$ cat config.mk
export PLATFORM = sky130hd
export DESIGN_NAME = eid_decoder
export DESIGN_NICKNAME = d
export VERILOG_FILES = /design/src/eid_pkg.sv /design/src/eid_decoder.sv
export VERILOG_INCLUDE_DIRS = /design/src
export SDC_FILE = /design/constraint.sdc
export NUM_CORES = 1
export LEC_CHECK = 0
export BUFFER_PORTS_ARGS = -buffer_cell sky130_fd_sc_hd__buf_2
export CORE_ASPECT_RATIO = 1.1
export CORE_MARGIN = 2
export CORE_UTILIZATION = 40
export DETAILED_ROUTE_END_ITERATION = 12
export HOLD_SLACK_MARGIN = 0.02
export SYNTH_ARGS = -nofsm -noshare
export SYNTH_HDL_FRONTEND = slang
export SYNTH_SLANG_ARGS = --single-unit
$ cat constraint.sdc
create_clock -name clk_i -period 6 [get_ports clk_i]
set_clock_uncertainty 0.2 [all_clocks]
set_input_delay 0.6 -clock clk_i [delete_from_list [all_inputs] [get_ports clk_i]]
set_output_delay 0.6 -clock clk_i [all_outputs]
set_load 0.05 [all_outputs]
$ cat src/eid_cfg.svh
// constants for the enhanced instruction decoder
`ifndef EID_CFG_SVH
`define EID_CFG_SVH
`define EID_INSN_W 14
`define EID_Q_PER_CYCLE 4
`define EID_CLK_MHZ 20
`define EID_FILE_W 7
`define EID_BIT_LO 7
`define EID_DEST_BIT 7
`define EID_LIT8_W 8
`define EID_LIT11_W 11
`define EID_LIT9_W 9
`define EID_LIT7_W 7
`define EID_LIT5_W 5
`define EID_LIT6_W 6
`define EID_STATUS_C 0
`define EID_STATUS_DC 1
`define EID_STATUS_Z 2
`define EID_STATUS_PD 3
`define EID_STATUS_TO 4
`define EID_ADDR_CTRL 32'h0000_0000
`define EID_ADDR_INSN 32'h0000_0004
`define EID_ADDR_DEC 32'h0000_0008
`define EID_ADDR_STAT 32'h0000_000C
`define EID_ADDR_FLAGS 32'h0000_0010
`endif

$ cat src/eid_pkg.sv
// types for the enhanced instruction decoder
package eid_pkg;
	typedef enum logic [5:0] {
		EID_OP_NOP = 6'h00, EID_OP_ADD_ACC_FILE = 6'h01, EID_OP_ADD_ACC_FILE_CARRY = 6'h02, EID_OP_AND_ACC_FILE = 6'h03,
		EID_OP_ASR = 6'h04, EID_OP_LSL = 6'h05, EID_OP_LSR = 6'h06, EID_OP_CLEAR_FILE = 6'h07,
		EID_OP_CLEAR_ACC = 6'h08, EID_OP_COMF = 6'h09, EID_OP_DECREMENT_FILE = 6'h0A, EID_OP_INCREMENT_FILE = 6'h0B,
		EID_OP_IORWF = 6'h0C, EID_OP_MOVE_FILE = 6'h0D, EID_OP_MOVWF = 6'h0E, EID_OP_RLC = 6'h0F,
		EID_OP_RRC = 6'h10, EID_OP_SUBWF = 6'h11, EID_OP_SUB_ACC_FILE_BORROW = 6'h12, EID_OP_SWAP = 6'h13,
		EID_OP_XORWF = 6'h14, EID_OP_DECSZ = 6'h15, EID_OP_INCSZ = 6'h16, EID_OP_BCLR = 6'h17,
		EID_OP_BSET = 6'h18, EID_OP_BTSC = 6'h19, EID_OP_BTSS = 6'h1A, EID_OP_ADDLIT = 6'h1B,
		EID_OP_ANDLIT = 6'h1C, EID_OP_ORLIT = 6'h1D, EID_OP_LDBANK = 6'h1E, EID_OP_LDPCH = 6'h1F,
		EID_OP_MOVLIT = 6'h20, EID_OP_SUBLIT = 6'h21, EID_OP_XORLIT = 6'h22, EID_OP_RELBR = 6'h23,
		EID_OP_BRACC = 6'h24, EID_OP_CALL = 6'h25, EID_OP_CALLACC = 6'h26, EID_OP_DIRECT_BRANCH = 6'h27,
		EID_OP_RETIRQ = 6'h28, EID_OP_RETLIT = 6'h29, EID_OP_RETURN = 6'h2A, EID_OP_WDTCLR = 6'h2B,
		EID_OP_OPTION = 6'h2C, EID_OP_SWRESET = 6'h2D, EID_OP_SLEEP = 6'h2E, EID_OP_TRISTATE_LOAD_OP = 6'h2F,
		EID_OP_PTRADD = 6'h30, EID_OP_IRDMODE = 6'h31, EID_OP_IRDIDX = 6'h32, EID_OP_IWRMODE = 6'h33,
		EID_OP_IWRIDX = 6'h34
	} eid_op_type;
	typedef enum logic [1:0] {
		EID_ST_IDLE = 2'b00,
		EID_ST_EXEC = 2'b01,
		EID_ST_EXTRA = 2'b11
	} eid_state_type;
endpackage : eid_pkg

$ cat src/eid_decoder.sv
// instruction decoder with cycle-count control behind an ahb-lite slave
//
// The implementer's own choices: the placing of the registers and register access over AHB-Lite.
`timescale 1ns/1ps
`include "eid_cfg.svh"
// What this block does
// - takes 14-bit words holding opcode and all operands, no extension words
// - each instruction cycle spans four oscillator clocks
// - calls, returns, direct, relative and accumulator branches take two cycles
// - indirect window access with pointer top bit set adds one cycle
// - file register instructions other than the bit tests read, modify, then write
// - destination bit 0 writes accumulator, 1 writes the file register
// - byte words: file address bits 6:0, destination bit 7
// - bit words: bit index 9:7, file 6:0, four bit operations
// - general literal words: 8-bit immediate 7:0, opcode 13:8
// - call and direct branch carry an 11-bit target in 10:0
// - bank load uses 5-bit literal, pc high latch load 7-bit
// - relative branch takes signed 9-bit immediate, two cycles
// - pointer offset words: select bit and 6-bit immediate
// - pointer mode words: select bit and 2-bit pre/post mode
// - byte operations decode from bits 13:8
// - shifts update carry and zero, rotates update carry only
// - literal add/sub update c, dc, z; logic literals update z
// - skips take two cycles when the test is true, second is nop
// - control words branch/call by accumulator, returns, return with literal
// - inherent words; watchdog clear sets timeout and powerdown flags, sleep sets timeout and clears powerdown
// - clearing file or accumulator sets zero, low bits don't care
module eid_decoder
	import eid_pkg::*;
#(
	parameter int Q_PER_CYCLE = `EID_Q_PER_CYCLE
) (
	input wire logic clk_i,
	input wire logic rst_i,
	input wire logic ce_i,
	input wire logic hsel_i,
	input wire logic [31:0] haddr_i,
	input wire logic [1:0] htrans_i,
	input wire logic hwrite_i,
	input wire logic [2:0] hsize_i,
	input wire logic [31:0] hwdata_i,
	input wire logic hready_i,
	output logic [31:0] hrdata_o,
	output logic hreadyout_o,
	output logic hresp_o,
	output logic busy_o
);
	// software-visible state
	logic [13:0] insn_q;
	logic [7:0] acc_q;
	logic [7:0] file_q;
	logic ptr_top_q;
	logic test_true_q;
	logic [4:0] flags_q;
	logic [4:0] flags_d;
	logic [7:0] acc_d;
	logic [7:0] file_d;
	logic go_q;
	logic busy_q;
	logic [1:0] cycles_q;
	logic [1:0] cycles_left_q;
	logic [1:0] qclk_q;
	logic [7:0] result_q;
	logic res_to_acc_q;
	logic file_rd_q;
	logic file_wr_q;
	logic [31:0] hrdata_q;
	eid_state_type state_q;
	// bus address phase capture
	logic ap_valid_q;
	logic ap_write_q;
	logic [4:0] ap_addr_q;
	wire logic ap_take = hsel_i & htrans_i[1] & hready_i;
	// only the low word block is mapped; anything above it aliases nothing
	wire logic ap_map = (haddr_i[31:5] == 27'h0000000);
	wire logic [4:0] rd_addr = haddr_i[4:0];
	// decode
	wire logic [5:0] hi6 = insn_q[13:8];
	wire logic [6:0] fadr = insn_q[`EID_FILE_W-1:0];
	wire logic dest = insn_q[`EID_DEST_BIT];
	wire logic [2:0] bidx = insn_q[9:`EID_BIT_LO];
	wire logic [7:0] lit8 = insn_q[`EID_LIT8_W-1:0];
	wire logic [10:0] lit11 = insn_q[`EID_LIT11_W-1:0];
	wire logic [8:0] lit9 = insn_q[`EID_LIT9_W-1:0];
	wire logic [6:0] lit7 = insn_q[`EID_LIT7_W-1:0];
	wire logic [4:0] lit5 = insn_q[`EID_LIT5_W-1:0];
	wire logic [5:0] lit6 = insn_q[`EID_LIT6_W-1:0];
	wire logic ptr_sel = insn_q[6] & insn_q[13] | insn_q[2] & ~insn_q[13];
	wire logic [1:0] pmode = insn_q[1:0];
	eid_op_type op;
	always_comb begin
		op = EID_OP_NOP;
		unique casez (insn_q)
			14'b00_0111_????_????: op = EID_OP_ADD_ACC_FILE;
			14'b11_1101_????_????: op = EID_OP_ADD_ACC_FILE_CARRY;
			14'b00_0101_????_????: op = EID_OP_AND_ACC_FILE;
			14'b11_0111_????_????: op = EID_OP_ASR;
			14'b11_0101_????_????: op = EID_OP_LSL;
			14'b11_0110_????_????: op = EID_OP_LSR;
			14'b00_0001_1???_????: op = EID_OP_CLEAR_FILE;
			14'b00_0001_0000_00??: op = EID_OP_CLEAR_ACC;
			14'b00_1001_????_????: op = EID_OP_COMF;
			14'b00_0011_????_????: op = EID_OP_DECREMENT_FILE;
			14'b00_1010_????_????: op = EID_OP_INCREMENT_FILE;
			14'b00_0100_????_????: op = EID_OP_IORWF;
			14'b00_1000_????_????: op = EID_OP_MOVE_FILE;
			14'b00_0000_1???_????: op = EID_OP_MOVWF;
			14'b00_1101_????_????: op = EID_OP_RLC;
			14'b00_1100_????_????: op = EID_OP_RRC;
			14'b00_0010_????_????: op = EID_OP_SUBWF;
			14'b11_1011_????_????: op = EID_OP_SUB_ACC_FILE_BORROW;
			14'b00_1110_????_????: op = EID_OP_SWAP;
			14'b00_0110_????_????: op = EID_OP_XORWF;
			14'b00_1011_????_????: op = EID_OP_DECSZ;
			14'b00_1111_????_????: op = EID_OP_INCSZ;
			14'b01_00??_????_????: op = EID_OP_BCLR;
			14'b01_01??_????_????: op = EID_OP_BSET;
			14'b01_10??_????_????: op = EID_OP_BTSC;
			14'b01_11??_????_????: op = EID_OP_BTSS;
			14'b11_1110_????_????: op = EID_OP_ADDLIT;
			14'b11_1001_????_????: op = EID_OP_ANDLIT;
			14'b11_1000_????_????: op = EID_OP_ORLIT;
			14'b00_0000_001?_????: op = EID_OP_LDBANK;
			14'b11_0001_1???_????: op = EID_OP_LDPCH;
			14'b11_0000_????_????: op = EID_OP_MOVLIT;
			14'b11_1100_????_????: op = EID_OP_SUBLIT;
			14'b11_1010_????_????: op = EID_OP_XORLIT;
			14'b11_001?_????_????: op = EID_OP_RELBR;
			14'b00_0000_0000_1011: op = EID_OP_BRACC;
			14'b10_0???_????_????: op = EID_OP_CALL;
			14'b00_0000_0000_1010: op = EID_OP_CALLACC;
			14'b10_1???_????_????: op = EID_OP_DIRECT_BRANCH;
			14'b00_0000_0000_1001: op = EID_OP_RETIRQ;
			14'b11_0100_????_????: op = EID_OP_RETLIT;
			14'b00_0000_0000_1000: op = EID_OP_RETURN;
			14'b00_0000_0110_0100: op = EID_OP_WDTCLR;
			14'b00_0000_0110_0010: op = EID_OP_OPTION;
			14'b00_0000_0000_0001: op = EID_OP_SWRESET;
			14'b00_0000_0110_0011: op = EID_OP_SLEEP;
			14'b00_0000_0110_0101,
			14'b00_0000_0110_0110,
			14'b00_0000_0110_0111: op = EID_OP_TRISTATE_LOAD_OP;
			14'b11_0001_0???_????: op = EID_OP_PTRADD;
			14'b00_0000_0001_0???: op = EID_OP_IRDMODE;
			14'b11_1111_0???_????: op = EID_OP_IRDIDX;
			14'b00_0000_0001_1???: op = EID_OP_IWRMODE;
			14'b11_1111_1???_????: op = EID_OP_IWRIDX;
			default: op = EID_OP_NOP;
		endcase
	end
	// classification
	wire logic two_cyc = (op == EID_OP_CALL) | (op == EID_OP_CALLACC) | (op == EID_OP_RETIRQ)
		| (op == EID_OP_RETLIT) | (op == EID_OP_RETURN) | (op == EID_OP_DIRECT_BRANCH)
		| (op == EID_OP_RELBR) | (op == EID_OP_BRACC);
	wire logic file_op = (op >= EID_OP_ADD_ACC_FILE && op <= EID_OP_BTSS && op != EID_OP_CLEAR_ACC);
	wire logic indirect_op = (op == EID_OP_IRDMODE) | (op == EID_OP_IRDIDX)
		| (op == EID_OP_IWRMODE) | (op == EID_OP_IWRIDX);
	wire logic hits_window = indirect_op | (file_op & (fadr == 7'h00 || fadr == 7'h01));
	wire logic extra_cyc = hits_window & ptr_top_q;
	wire logic bitval = file_q[bidx];
	// alu
	logic [8:0] sum9;
	logic [4:0] sum5;
	logic [7:0] res;
	logic res_c;
	logic upd_c;
	logic upd_dc;
	logic upd_z;
	logic to_acc;
	logic wr_file;
	logic skip;
	wire logic cin = flags_q[`EID_STATUS_C];
	always_comb begin
		sum9 = 9'h000;
		sum5 = 5'h00;
		res = 8'h00;
		res_c = cin;
		upd_c = 1'b0;
		upd_dc = 1'b0;
		upd_z = 1'b0;
		to_acc = 1'b0;
		wr_file = 1'b0;
		skip = 1'b0;
		unique case (op)
			EID_OP_ADD_ACC_FILE, EID_OP_ADD_ACC_FILE_CARRY: begin
				sum9 = {1'b0, file_q} + {1'b0, acc_q} + {8'h00, (op == EID_OP_ADD_ACC_FILE_CARRY) & cin};
				sum5 = {1'b0, file_q[3:0]} + {1'b0, acc_q[3:0]} + {4'h0, (op == EID_OP_ADD_ACC_FILE_CARRY) & cin};
				res = sum9[7:0];
				res_c = sum9[8];
				{upd_c, upd_dc, upd_z} = 3'b111;
			end
			EID_OP_SUBWF, EID_OP_SUB_ACC_FILE_BORROW: begin
				sum9 = {1'b0, file_q} + {1'b0, ~acc_q} + {8'h00, (op == EID_OP_SUBWF) | cin};
				sum5 = {1'b0, file_q[3:0]} + {1'b0, ~acc_q[3:0]} + {4'h0, (op == EID_OP_SUBWF) | cin};
				res = sum9[7:0];
				res_c = sum9[8];
				{upd_c, upd_dc, upd_z} = 3'b111;
			end
			EID_OP_AND_ACC_FILE: begin res = file_q & acc_q; upd_z = 1'b1; end
			EID_OP_IORWF: begin res = file_q | acc_q; upd_z = 1'b1; end
			EID_OP_XORWF: begin res = file_q ^ acc_q; upd_z = 1'b1; end
			EID_OP_COMF: begin res = ~file_q; upd_z = 1'b1; end
			EID_OP_DECREMENT_FILE: begin res = file_q - 8'h01; upd_z = 1'b1; end
			EID_OP_INCREMENT_FILE: begin res = file_q + 8'h01; upd_z = 1'b1; end
			EID_OP_MOVE_FILE: begin res = file_q; upd_z = 1'b1; end
			EID_OP_ASR: begin res = {file_q[7], file_q[7:1]}; res_c = file_q[0]; {upd_c, upd_z} = 2'b11; end
			EID_OP_LSL: begin res = {file_q[6:0], 1'b0}; res_c = file_q[7]; {upd_c, upd_z} = 2'b11; end
			EID_OP_LSR: begin res = {1'b0, file_q[7:1]}; res_c = file_q[0]; {upd_c, upd_z} = 2'b11; end
			EID_OP_RLC: begin res = {file_q[6:0], cin}; res_c = file_q[7]; upd_c = 1'b1; end
			EID_OP_RRC: begin res = {cin, file_q[7:1]}; res_c = file_q[0]; upd_c = 1'b1; end
			EID_OP_SWAP: res = {file_q[3:0], file_q[7:4]};
			EID_OP_DECSZ: begin res = file_q - 8'h01; skip = (res == 8'h00); end
			EID_OP_INCSZ: begin res = file_q + 8'h01; skip = (res == 8'h00); end
			EID_OP_CLEAR_FILE, EID_OP_CLEAR_ACC: begin res = 8'h00; upd_z = 1'b1; end
			EID_OP_MOVWF: res = acc_q;
			EID_OP_BCLR: res = file_q & ~(8'h01 << bidx);
			EID_OP_BSET: res = file_q | (8'h01 << bidx);
			EID_OP_BTSC: begin res = file_q; skip = ~bitval; end
			EID_OP_BTSS: begin res = file_q; skip = bitval; end
			EID_OP_ADDLIT, EID_OP_SUBLIT: begin
				sum9 = (op == EID_OP_ADDLIT) ? {1'b0, lit8} + {1'b0, acc_q} : {1'b0, lit8} + {1'b0, ~acc_q} + 9'h001;
				sum5 = (op == EID_OP_ADDLIT) ? {1'b0, lit8[3:0]} + {1'b0, acc_q[3:0]}
					: {1'b0, lit8[3:0]} + {1'b0, ~acc_q[3:0]} + 5'h01;
				res = sum9[7:0];
				res_c = sum9[8];
				{upd_c, upd_dc, upd_z} = 3'b111;
			end
			EID_OP_ANDLIT: begin res = lit8 & acc_q; upd_z = 1'b1; end
			EID_OP_ORLIT: begin res = lit8 | acc_q; upd_z = 1'b1; end
			EID_OP_XORLIT: begin res = lit8 ^ acc_q; upd_z = 1'b1; end
			EID_OP_MOVLIT, EID_OP_RETLIT: res = lit8;
			EID_OP_LDBANK: res = {3'b000, lit5};
			EID_OP_LDPCH: res = {1'b0, lit7};
			EID_OP_IRDMODE, EID_OP_IRDIDX: begin res = file_q; upd_z = 1'b1; end
			EID_OP_IWRMODE, EID_OP_IWRIDX: res = acc_q;
			default: res = 8'h00;
		endcase
		// destination steering; writes-only ops still read first
		unique case (op)
			EID_OP_CLEAR_FILE, EID_OP_MOVWF, EID_OP_BCLR, EID_OP_BSET: wr_file = 1'b1;
			EID_OP_BTSC, EID_OP_BTSS, EID_OP_CLEAR_ACC: wr_file = 1'b0;
			default: wr_file = file_op & dest;
		endcase
		to_acc = (file_op & ~dest & ~wr_file & op != EID_OP_BTSC & op != EID_OP_BTSS) | (op == EID_OP_CLEAR_ACC)
			| (op >= EID_OP_ADDLIT && op <= EID_OP_XORLIT && op != EID_OP_LDBANK && op != EID_OP_LDPCH)
			| (op == EID_OP_RETLIT) | (op == EID_OP_IRDMODE) | (op == EID_OP_IRDIDX);
	end
	always_comb begin
		flags_d = flags_q;
		if (upd_c) flags_d[`EID_STATUS_C] = res_c;
		if (upd_dc) flags_d[`EID_STATUS_DC] = sum5[4];
		if (upd_z) flags_d[`EID_STATUS_Z] = (res == 8'h00);
		if (op == EID_OP_WDTCLR) flags_d[`EID_STATUS_TO +: 1] = 1'b1;
		if (op == EID_OP_WDTCLR) flags_d[`EID_STATUS_PD] = 1'b1;
		if (op == EID_OP_SLEEP) flags_d[`EID_STATUS_TO] = 1'b1;
		if (op == EID_OP_SLEEP) flags_d[`EID_STATUS_PD] = 1'b0;
		acc_d = to_acc ? res : acc_q;
		file_d = wr_file ? res : file_q;
	end
	wire logic [1:0] n_cycles = 2'd1 + {1'b0, two_cyc | skip} + {1'b0, extra_cyc};
	// bus register decode
	wire logic wr_ctrl = ap_valid_q & ap_write_q & (ap_addr_q == 5'(`EID_ADDR_CTRL));
	wire logic wr_insn = ap_valid_q & ap_write_q & (ap_addr_q == 5'(`EID_ADDR_INSN));
	wire logic wr_flags = ap_valid_q & ap_write_q & (ap_addr_q == 5'(`EID_ADDR_FLAGS));
	wire logic [31:0] rd_mux =
		(rd_addr == 5'(`EID_ADDR_CTRL)) ? {23'h0, ptr_top_q, acc_q} :
		(rd_addr == 5'(`EID_ADDR_INSN)) ? {18'h0, insn_q} :
		(rd_addr == 5'(`EID_ADDR_DEC)) ? {8'h0, 2'b00, op, res_to_acc_q, file_wr_q, file_rd_q, 5'h00, result_q} :
		(rd_addr == 5'(`EID_ADDR_STAT)) ? {27'h0, cycles_q, busy_q, 2'b00} :
		(rd_addr == 5'(`EID_ADDR_FLAGS)) ? {16'h0, file_q, 3'b000, flags_q} : 32'h0;
	wire logic quarter_end = (qclk_q == 2'(Q_PER_CYCLE - 1));
	always_ff @(posedge clk_i) begin
		if (rst_i) begin
			ap_valid_q <= 1'b0;
			ap_write_q <= 1'b0;
			ap_addr_q <= 5'h00;
			hrdata_q <= 32'h0;
		end else if (ce_i) begin
			ap_valid_q <= ap_take & ap_map;
			ap_write_q <= hwrite_i;
			ap_addr_q <= haddr_i[4:0];
			// captured at the address phase so it stands through the data phase
			if (ap_take & ~hwrite_i) hrdata_q <= ap_map ? rd_mux : 32'h0;
		end
	end
	always_ff @(posedge clk_i) begin
		if (rst_i) begin
			state_q <= EID_ST_IDLE;
			insn_q <= 14'h0000;
			acc_q <= 8'h00;
			file_q <= 8'h00;
			flags_q <= 5'h18;
			ptr_top_q <= 1'b0;
			qclk_q <= 2'b00;
			cycles_left_q <= 2'b00;
			cycles_q <= 2'b00;
			busy_q <= 1'b0;
			result_q <= 8'h00;
			res_to_acc_q <= 1'b0;
			file_rd_q <= 1'b0;
			file_wr_q <= 1'b0;
		end else if (ce_i) begin
			if (wr_insn & ~busy_q) insn_q <= hwdata_i[13:0];
			if (wr_ctrl & ~busy_q) begin
				acc_q <= hwdata_i[7:0];
				ptr_top_q <= hwdata_i[8];
			end
			if (wr_flags & ~busy_q) begin
				flags_q <= hwdata_i[4:0];
				file_q <= hwdata_i[15:8];
			end
			unique case (state_q)
				EID_ST_IDLE: if (wr_ctrl & hwdata_i[31] & ~busy_q) begin
					state_q <= EID_ST_EXEC;
					busy_q <= 1'b1;
					qclk_q <= 2'b00;
					cycles_left_q <= n_cycles;
					cycles_q <= n_cycles;
					// read-modify-write: operand latched, commit at end of cycle
					file_rd_q <= file_op;
					file_wr_q <= wr_file;
					res_to_acc_q <= to_acc;
					result_q <= res;
				end
				EID_ST_EXEC: begin
					qclk_q <= qclk_q + 2'b01;
					if (quarter_end) begin
						acc_q <= acc_d;
						file_q <= file_d;
						flags_q <= flags_d;
						cycles_left_q <= cycles_left_q - 2'b01;
						state_q <= (cycles_left_q == 2'b01) ? EID_ST_IDLE : EID_ST_EXTRA;
						busy_q <= (cycles_left_q != 2'b01);
					end
				end
				EID_ST_EXTRA: begin // extra cycles run as nop
					qclk_q <= qclk_q + 2'b01;
					if (quarter_end) begin
						cycles_left_q <= cycles_left_q - 2'b01;
						if (cycles_left_q == 2'b01) begin
							state_q <= EID_ST_IDLE;
							busy_q <= 1'b0;
						end
					end
				end
				default: state_q <= EID_ST_IDLE;
			endcase
		end
	end
	assign hrdata_o = hrdata_q;
	assign hreadyout_o = 1'b1;
	assign hresp_o = 1'b0;
	assign busy_o = busy_q;
	// checks
	property p_no_ext;
		@(posedge clk_i) disable iff (rst_i) $rose(busy_q) |-> cycles_q inside {2'd1, 2'd2, 2'd3};
	endproperty
	a_no_ext: assert property (p_no_ext) else $error("cycle count out of range");
	property p_quarter;
		@(posedge clk_i) disable iff (rst_i) ce_i && state_q == EID_ST_EXEC && qclk_q == 2'b00 |-> ##3 (qclk_q == 2'b11 || !ce_i);
	endproperty
	a_quarter: assert property (p_quarter) else $error("cycle not four clocks");
	property p_two;
		@(posedge clk_i) disable iff (rst_i) $rose(busy_q) && two_cyc && !extra_cyc |-> cycles_q == 2'd2;
	endproperty
	a_two: assert property (p_two) else $error("branch not two cycles");
	property p_extra;
		@(posedge clk_i) disable iff (rst_i) $rose(busy_q) && $past(extra_cyc) |-> cycles_q >= 2'd2;
	endproperty
	a_extra: assert property (p_extra) else $error("indirect penalty missing");
	property p_clrz;
		@(posedge clk_i) disable iff (rst_i) (op == EID_OP_CLEAR_ACC || op == EID_OP_CLEAR_FILE) |-> flags_d[`EID_STATUS_Z];
	endproperty
	a_clrz: assert property (p_clrz) else $error("clear did not set zero");
	property p_rot;
		@(posedge clk_i) disable iff (rst_i) (op == EID_OP_RLC || op == EID_OP_RRC) |-> flags_d[`EID_STATUS_Z] == flags_q[`EID_STATUS_Z];
	endproperty
	a_rot: assert property (p_rot) else $error("rotate touched zero");
	property p_nop;
		@(posedge clk_i) disable iff (rst_i) op == EID_OP_NOP |-> flags_d == flags_q && acc_d == acc_q && n_cycles == 2'd1;
	endproperty
	a_nop: assert property (p_nop) else $error("unknown word had effect");
	property p_wdt;
		@(posedge clk_i) disable iff (rst_i) op == EID_OP_WDTCLR |-> flags_d[`EID_STATUS_TO] && flags_d[`EID_STATUS_PD];
	endproperty
	a_wdt: assert property (p_wdt) else $error("watchdog clear flags wrong");
	property p_dest;
		@(posedge clk_i) disable iff (rst_i) op == EID_OP_ADD_ACC_FILE && !dest |-> to_acc && !wr_file;
	endproperty
	a_dest: assert property (p_dest) else $error("destination steering wrong");
	c_branch: cover property (@(posedge clk_i) $rose(busy_q) && cycles_q == 2'd2);
	c_three: cover property (@(posedge clk_i) $rose(busy_q) && cycles_q == 2'd3);
	c_single: cover property (@(posedge clk_i) $rose(busy_q) && cycles_q == 2'd1);
endmodule : eid_decoder

==> impl_metrics.ini, run 1 <==
[setup_path]
crit_buf_inv = 3
cp_data_required_time_ns = 6.05
crit_family = compound AO/OA/AOI/OAI gates
max_stage_delay_ns = 0.64
worst_setup_path_end_kind = flop
slowest_stage = dfxtp_2
crit_fanout = 34
path_class = flop to flop
start_kind = flop
arrival_ns = 5.71
crit_chain = buf_12 -> nand4bb_1 -> o22ai_1 -> a21oi_2 -> nand4_1 -> nor3_1 -> nand4_1 -> fa_1 -> inv_1 -> fa_1 -> nor3b_1 -> nor3_1 -> or3_1 -> o211ai_1 -> a2111oi_0 -> buf_4 -> o211ai_1 -> a211oi_2 -> and4_1 -> nand3_1 -> a221oi_2

[layout]
multi_input_area_sq_mm = 0.00660
area_delta_synth_final_pct = 11.1
fill_cells = 2293
stdcell_area_sq_mm = 0.0100
layout.nets = 1354
num_antenna_cells = 0
utilization = 0.454
seqCellArea_sq_mm = 0.00171
drive_gt1_frac = 0.176

[timing]
period_share = 0.943
setup_viol = 0
worstMarginPinSlew_ns = 1.20
finalSetupTns_ns = 0
max_freq_mhz = 177
min_period_ns = 5.66
hold_viol = 0
slew_headroom = 0.199
grt_setup_unrepaired = no
final_max_slew_viol_count = 0

[global_route]
gr-usage-met2 = 0.513
globalRouteOverflowTotal = 0
grt_pass1_vias = 9244
use_met1 = 0.396
grtUsageTotal = 0.310
use_met3 = 0.0280
grt_max_degree = 87
grt_pass1_wl_um = 56400
antenna_found_initial = 0
grt_busiest_layer = met2

[clock_network]
insertion_delay_ns = 0.34
tritoncts = yes
cts_buffers = 9
cts_hold_buf = 0
clock-root-buffer = clkbuf_16
clk_pin_slew_ns = 0.06
h-tree-depth = 3
cts_setup_buffers = 0
cts.sinks = 85
clockBufferDepth = 2

[power]
leakagePower_uw = 0.00391
p_per_area_mw_per_mm2 = 126
total_power_uw = 1260
vdd_drop_max_mv = 0.369

[route]
ant_nets = 0
via_per_inst = 6.57
drtIter0Drc = 1346
first_pass_iters = 6
wire_per_inst_um = 24.9
drc_errors = 0
vias = 10098
routed_wl_um = 38200

[placement]
hpwlAfterDp_um = 28600
post_dp_cell_area_sq_mm = 0.00970
gp_congestion = 0.980
io_buffers = 78

[floorplanning]
core_sq_mm = 0.0221
design.die.area_sq_mm = 0.0238
start_util = 0.409
die_w_um = 147
io_pins = 110
die_h_um = 162
num_rows = 57

[worst_hold_path]
min_path_type = flop to flop

[yosys]
synthArstFlopShare = 0
syn-cell-area_sq_mm = 0.00903
syn_inst = 1188
ys_seq_area_frac = 0.188
post_synth_num_cell_types = 111
yosys_register_bits = 85
synth-main-ff-cell = dfxtp_1
synth_edf_count = 0
syn_avg_cell_area_sq_um = 7.61
yosys_warnings = 0

[outcome]
outcome = complete, no violations

[run]
drv_cap = 0
-- power breakdown --
group | switching [uW] | internal, uW | total, uW
clock network | 223 | 388 | 610
registers | 2.04 | 566 | 568
logic | 59.9 | 22.1 | 82.0
-- worst paths after layout --
| check | cells after the start | slack [ns] | start | end |
|---|---|---|---|---|
| worst min register to register | 2 | 0.26 | hrdata_o[3] | hrdata_o[3] |
| worst max register to register | 21 | 0.34 | insn_q[13] | flags_q[2] |
| worst min-delay path | 2 | 0.26 | hrdata_o[3] | hrdata_o[3] |
| worst max-delay path | 21 | 0.34 | insn_q[13] | flags_q[2] |
-- tightest hold or removal path, cell delays in order (launching register included) --
cell	delay (ns)
dfxtp_1	0.31
nand2_1	0.05
a21oi_1	0.05
-- cell type report --
class	instances	share of cell area
Timing Repair Buffer	133	0.0862
Inverter	45	0.0168
Multi-Input combinational cell	962	0.657
Tap cell	295	0.0368
Sequential cell	85	0.170
Clock buffer	13	0.0259
Clock inverter	3	0.00673
-- per-layer routing --
| metal | up-vias | wire length (um) |
|---|---|---|
| met3 | 133 | 3150 |
| met5 | - | 0 |
| met4 | 0 | 2270 |
| met1 | 4758 | 15100 |
| li1 | 4565 | - |
| met2 | 642 | 17700 |
-- synthesized netlist by cell type, types with 15 or more instances --
cell type  count  area [sq um]
nor2_1       129           484
a21oi_1       87           435
dfxtp_1       85          1700
nand2_1       74           278
o21ai_0       58           290
clkbuf_1      46           173
inv_1         44           165
mux2i_1       38           380
ha_1          37           463
a22oi_1       33           248
nand3_1       32           160
nor3_1        28           140
a211oi_1      26           195
buf_4         21           158
and3_1        19           119
buf_2         19          95.1
nand2b_1      19           119
nor4_1        19           119
nand4_1       18           113
o22ai_1       18           113
buf_6         15           169
xnor2_1       15           131
-- logic make-up (layout without fill, tap and decap cells) --
logic type / after synthesis / after routing / synth area share
adder cells (fa/ha/maj): 44 / 44 / 0.0656
flip-flops: 85 / 85 / 0.188
multiplexers: 41 / 41 / 0.0483
buffers and inverters: 151 / 194 / 0.0866
AND/OR/NAND/NOR: 465 / 465 / 0.289
XOR/XNOR: 18 / 18 / 0.0183
AO/OA/AOI/OAI: 382 / 382 / 0.303
other: 2 / 12 / 0.000831
-- registers in the layout (all words and copies together) (netlist names) --
signal         count
cycles_q           2
file_wr_q          1
acc_q              8
state_q            2
hrdata_o          22
ap_valid_q         1
ptr_top_q          1
busy_o             1
result_q           8
flags_q            5
file_q             8
cycles_left_q      2
insn_q            14
ap_write_q         1
qclk_q             2
ap_addr_q          5
file_rd_q          1
res_to_acc_q       1
-- stage by stage --
| step | instances | setup WS (ns) | hold WS, ns |
|---|---|---|---|
| 6_report | 1536 | 0.339 | 0.260 |
| 5_1_grt | 1536 | 0.115 | 0.271 |
| 4_1_cts | 1536 | 0.350 | 0.258 |
| 3_5_place_dp | 1520 | 0.425 | 0.246 |
| 3_3_place_gp | 1520 | 0.536 | 0.240 |
| 2_1_floorplan | 1198 | 1.49 | 0.244 |
-- placed cells by master, fill, tap and decap left out, types with 19 or more instances in the layout --
cell type | synthesis | final
ha_1 | 37 | 37
nor3_1 | 28 | 27
buf_4 | 21 | 50
nand3_1 | 32 | 32
a22oi_1 | 33 | 33
and3_1 | 19 | 19
a21oi_1 | 87 | 87
buf_2 | 19 | 78
nor2_1 | 129 | 129
a211oi_1 | 26 | 26
mux2i_1 | 38 | 38
inv_1 | 44 | 44
nand2_1 | 74 | 74
dfxtp_1 | 85 | 82
o21ai_0 | 58 | 58
nand2b_1 | 19 | 19
-- timing repair --
action,in CTS,in global routing
gates resized for setup,0,3
hold endpoints to repair,0,0
setup endpoints to repair,0,1
Note: power is estimated with default switching activity, not from simulation.
==> inputs of run 2 (changes only) <==
Settings changed: REMOVE_ABC_BUFFERS from default to 1.
==> impl_metrics.ini, run 2 (same netlist as run 1, synthesis figures left out) <==
[timing]
timing.final.ws_setup_ns = 0.391
max_freq_mhz = 178
hold_ws_ns = 0.248
grt_setup_unrepaired = no
final_max_slew_viol_count = 0
finalSetupTns_ns = 0
hold_viol = 0
setup_viol = 0
period_share = 0.935
slew_headroom = 0.268
worstMarginPinSlew_ns = 1.09
min_period_ns = 5.61

[setup_path]
start_kind = flop
max_stage_delay_ns = 0.79
r2r_slack_ns = 0.39
r2r_cells = 18
r2r-start = insn_q[12]
r2r_end = file_q[5]
path_class = flop to flop
crit_buf_inv = 1
slowest_stage = dfxtp_2
arrival_ns = 5.57
cp_data_required_time_ns = 5.96
crit_chain = or4b_4 -> o211ai_2 -> a22oi_2 -> nand4_1 -> nor3_1 -> nand4_1 -> fa_1 -> o21ba_2 -> or4_1 -> and3_1 -> xor2_1 -> a22oi_1 -> and3_1 -> o211ai_1 -> a211oi_1 -> buf_4 -> o21bai_1 -> a221oi_1
crit_family = compound AO/OA/AOI/OAI gates
crit_fanout = 33
worst_setup_path_end_kind = flop

[route]
routed_wl_um = 37200
ant_nets = 0
wire_per_inst_um = 24.0
drtIter0Drc = 1458
via_per_inst = 6.61
first_pass_iters = 5
vias = 10246
drc_errors = 0

[power]
combPwrFrac = 0.065
swShare = 0.229
total_power_uw = 1240
p_per_area_mw_per_mm2 = 123
power_switching_uw = 284
leakagePower_uw = 0.00395
clkPwrFrac = 0.475
vdd_drop_max_mv = 0.121
p_seq_frac = 0.460
internal_power_uw = 954

[layout]
mostFrequentLayoutCell = nor2_1
multi_input_area_sq_mm = 0.00659
fill_cells = 2272
layout.nets = 1367
stdcell_area_sq_mm = 0.0101
area_delta_synth_final_pct = 11.4
drive_gt1_frac = 0.185
final_cell_mix = nor2_1 (129), a21oi_1 (87), dfxtp_1 (79), buf_2 (78), nand2_1 (74)
largest_register_ffs = 22
num_antenna_cells = 0
seqCellArea_sq_mm = 0.00171

[clock_network]
cts.sinks = 85
clk_pin_slew_ns = 0.06
insertion_delay_ns = 0.34
clock-root-buffer = clkbuf_16
cts_buffers = 9
h-tree-depth = 3
clockBufferDepth = 2
cts_hold_buf = 0
tritoncts = yes

[floorplanning]
io_pins = 110
design.die.area_sq_mm = 0.0238
start_util = 0.409
core_sq_mm = 0.0221
num_rows = 57
die_h_um = 162
die_w_um = 147

[global_route]
grt_pass1_wl_um = 56600
grt_max_degree = 51
globalRouteOverflowTotal = 0
antenna_found_initial = 0
grt_pass1_vias = 9457
grtUsageTotal = 0.304

[worst_hold_path]
hold_depth = 2
hp-start = hrdata_o[3]
hold-path-endpoint = hrdata_o[3]
min_path_type = flop to flop

[placement]
post_dp_cell_area_sq_mm = 0.00974
gp_congestion = 1.02
place_ws_ns = 0.360
hpwlAfterDp_um = 28200
io_buffers = 78

[outcome]
outcome = complete, no violations

[run]
drv_cap = 0
run 2: stage by stage:
step	utilization	std cells
floorplan	-	1092
global placement	0.441	1532
detailed placement	0.441	1532
CTS	0.455	1548
global route	0.455	1549
finish	0.455	1549
run 2: layout make-up:
| class | count | share of cell area |
|---|---|---|
| timing repair buffer | 146 | 0.0908 |
| tap | 295 | 0.0367 |
| multi-input combinational | 962 | 0.655 |
| clock buffer | 12 | 0.0235 |
| clock inverter | 4 | 0.00721 |
| sequential | 85 | 0.170 |
| inverter | 45 | 0.0168 |
run 2: layer usage:
metal / track usage / part of all wire / vias up
li1: - / - / 4597
met1: 0.422 / 0.41 / 4828
met2: 0.470 / 0.43 / 687
met3: 0.0500 / 0.11 / 134
met4: 0.125 / 0.048 / 0
met5: 0 / 0 / -
run 2: how the worst max path moves through the flow:
| stage | startpoint | endpoint | slack (ns) | cells past startpoint |
|---|---|---|---|---|
| finish | insn_q[12] | file_q[5] | 0.39 | 18 |
| global route | insn_q[12] | file_q[5] | 0.14 | 18 |
| CTS | insn_q[10] | file_q[5] | 0.34 | 18 |
| detailed placement | insn_q[11] | file_q[5] | 0.36 | 18 |
| global placement | insn_q[10] | file_q[5] | 0.35 | 18 |
| floorplan | insn_q[12] | flags_q[2] | 0.94 | 19 |
run 2: timing repair:
item / 4_1_cts / 5_1_grt
buffers inserted: 0 / 1
endpoints found under the setup margin: 0 / 5
gates resized for setup: 0 / 4
run 2: tightest hold or removal path, cell delays in order, from the launching register on:
cell and delay [ns]:
dfxtp_1 0.31, nand2_1 0.05, a21oi_1 0.05
run 2: power by group through the flow:
stage | combinational [uW] | clock, uW | sequential [uW]
final | 80.1 | 588 | 569
after global routing | 85.1 | 617 | 569
after CTS | 78.5 | 593 | 569
after floorplan | 33.6 | 0 | 581
after detailed placement | 78.3 | 0 | 582
after global placement | 77.8 | 0 | 582
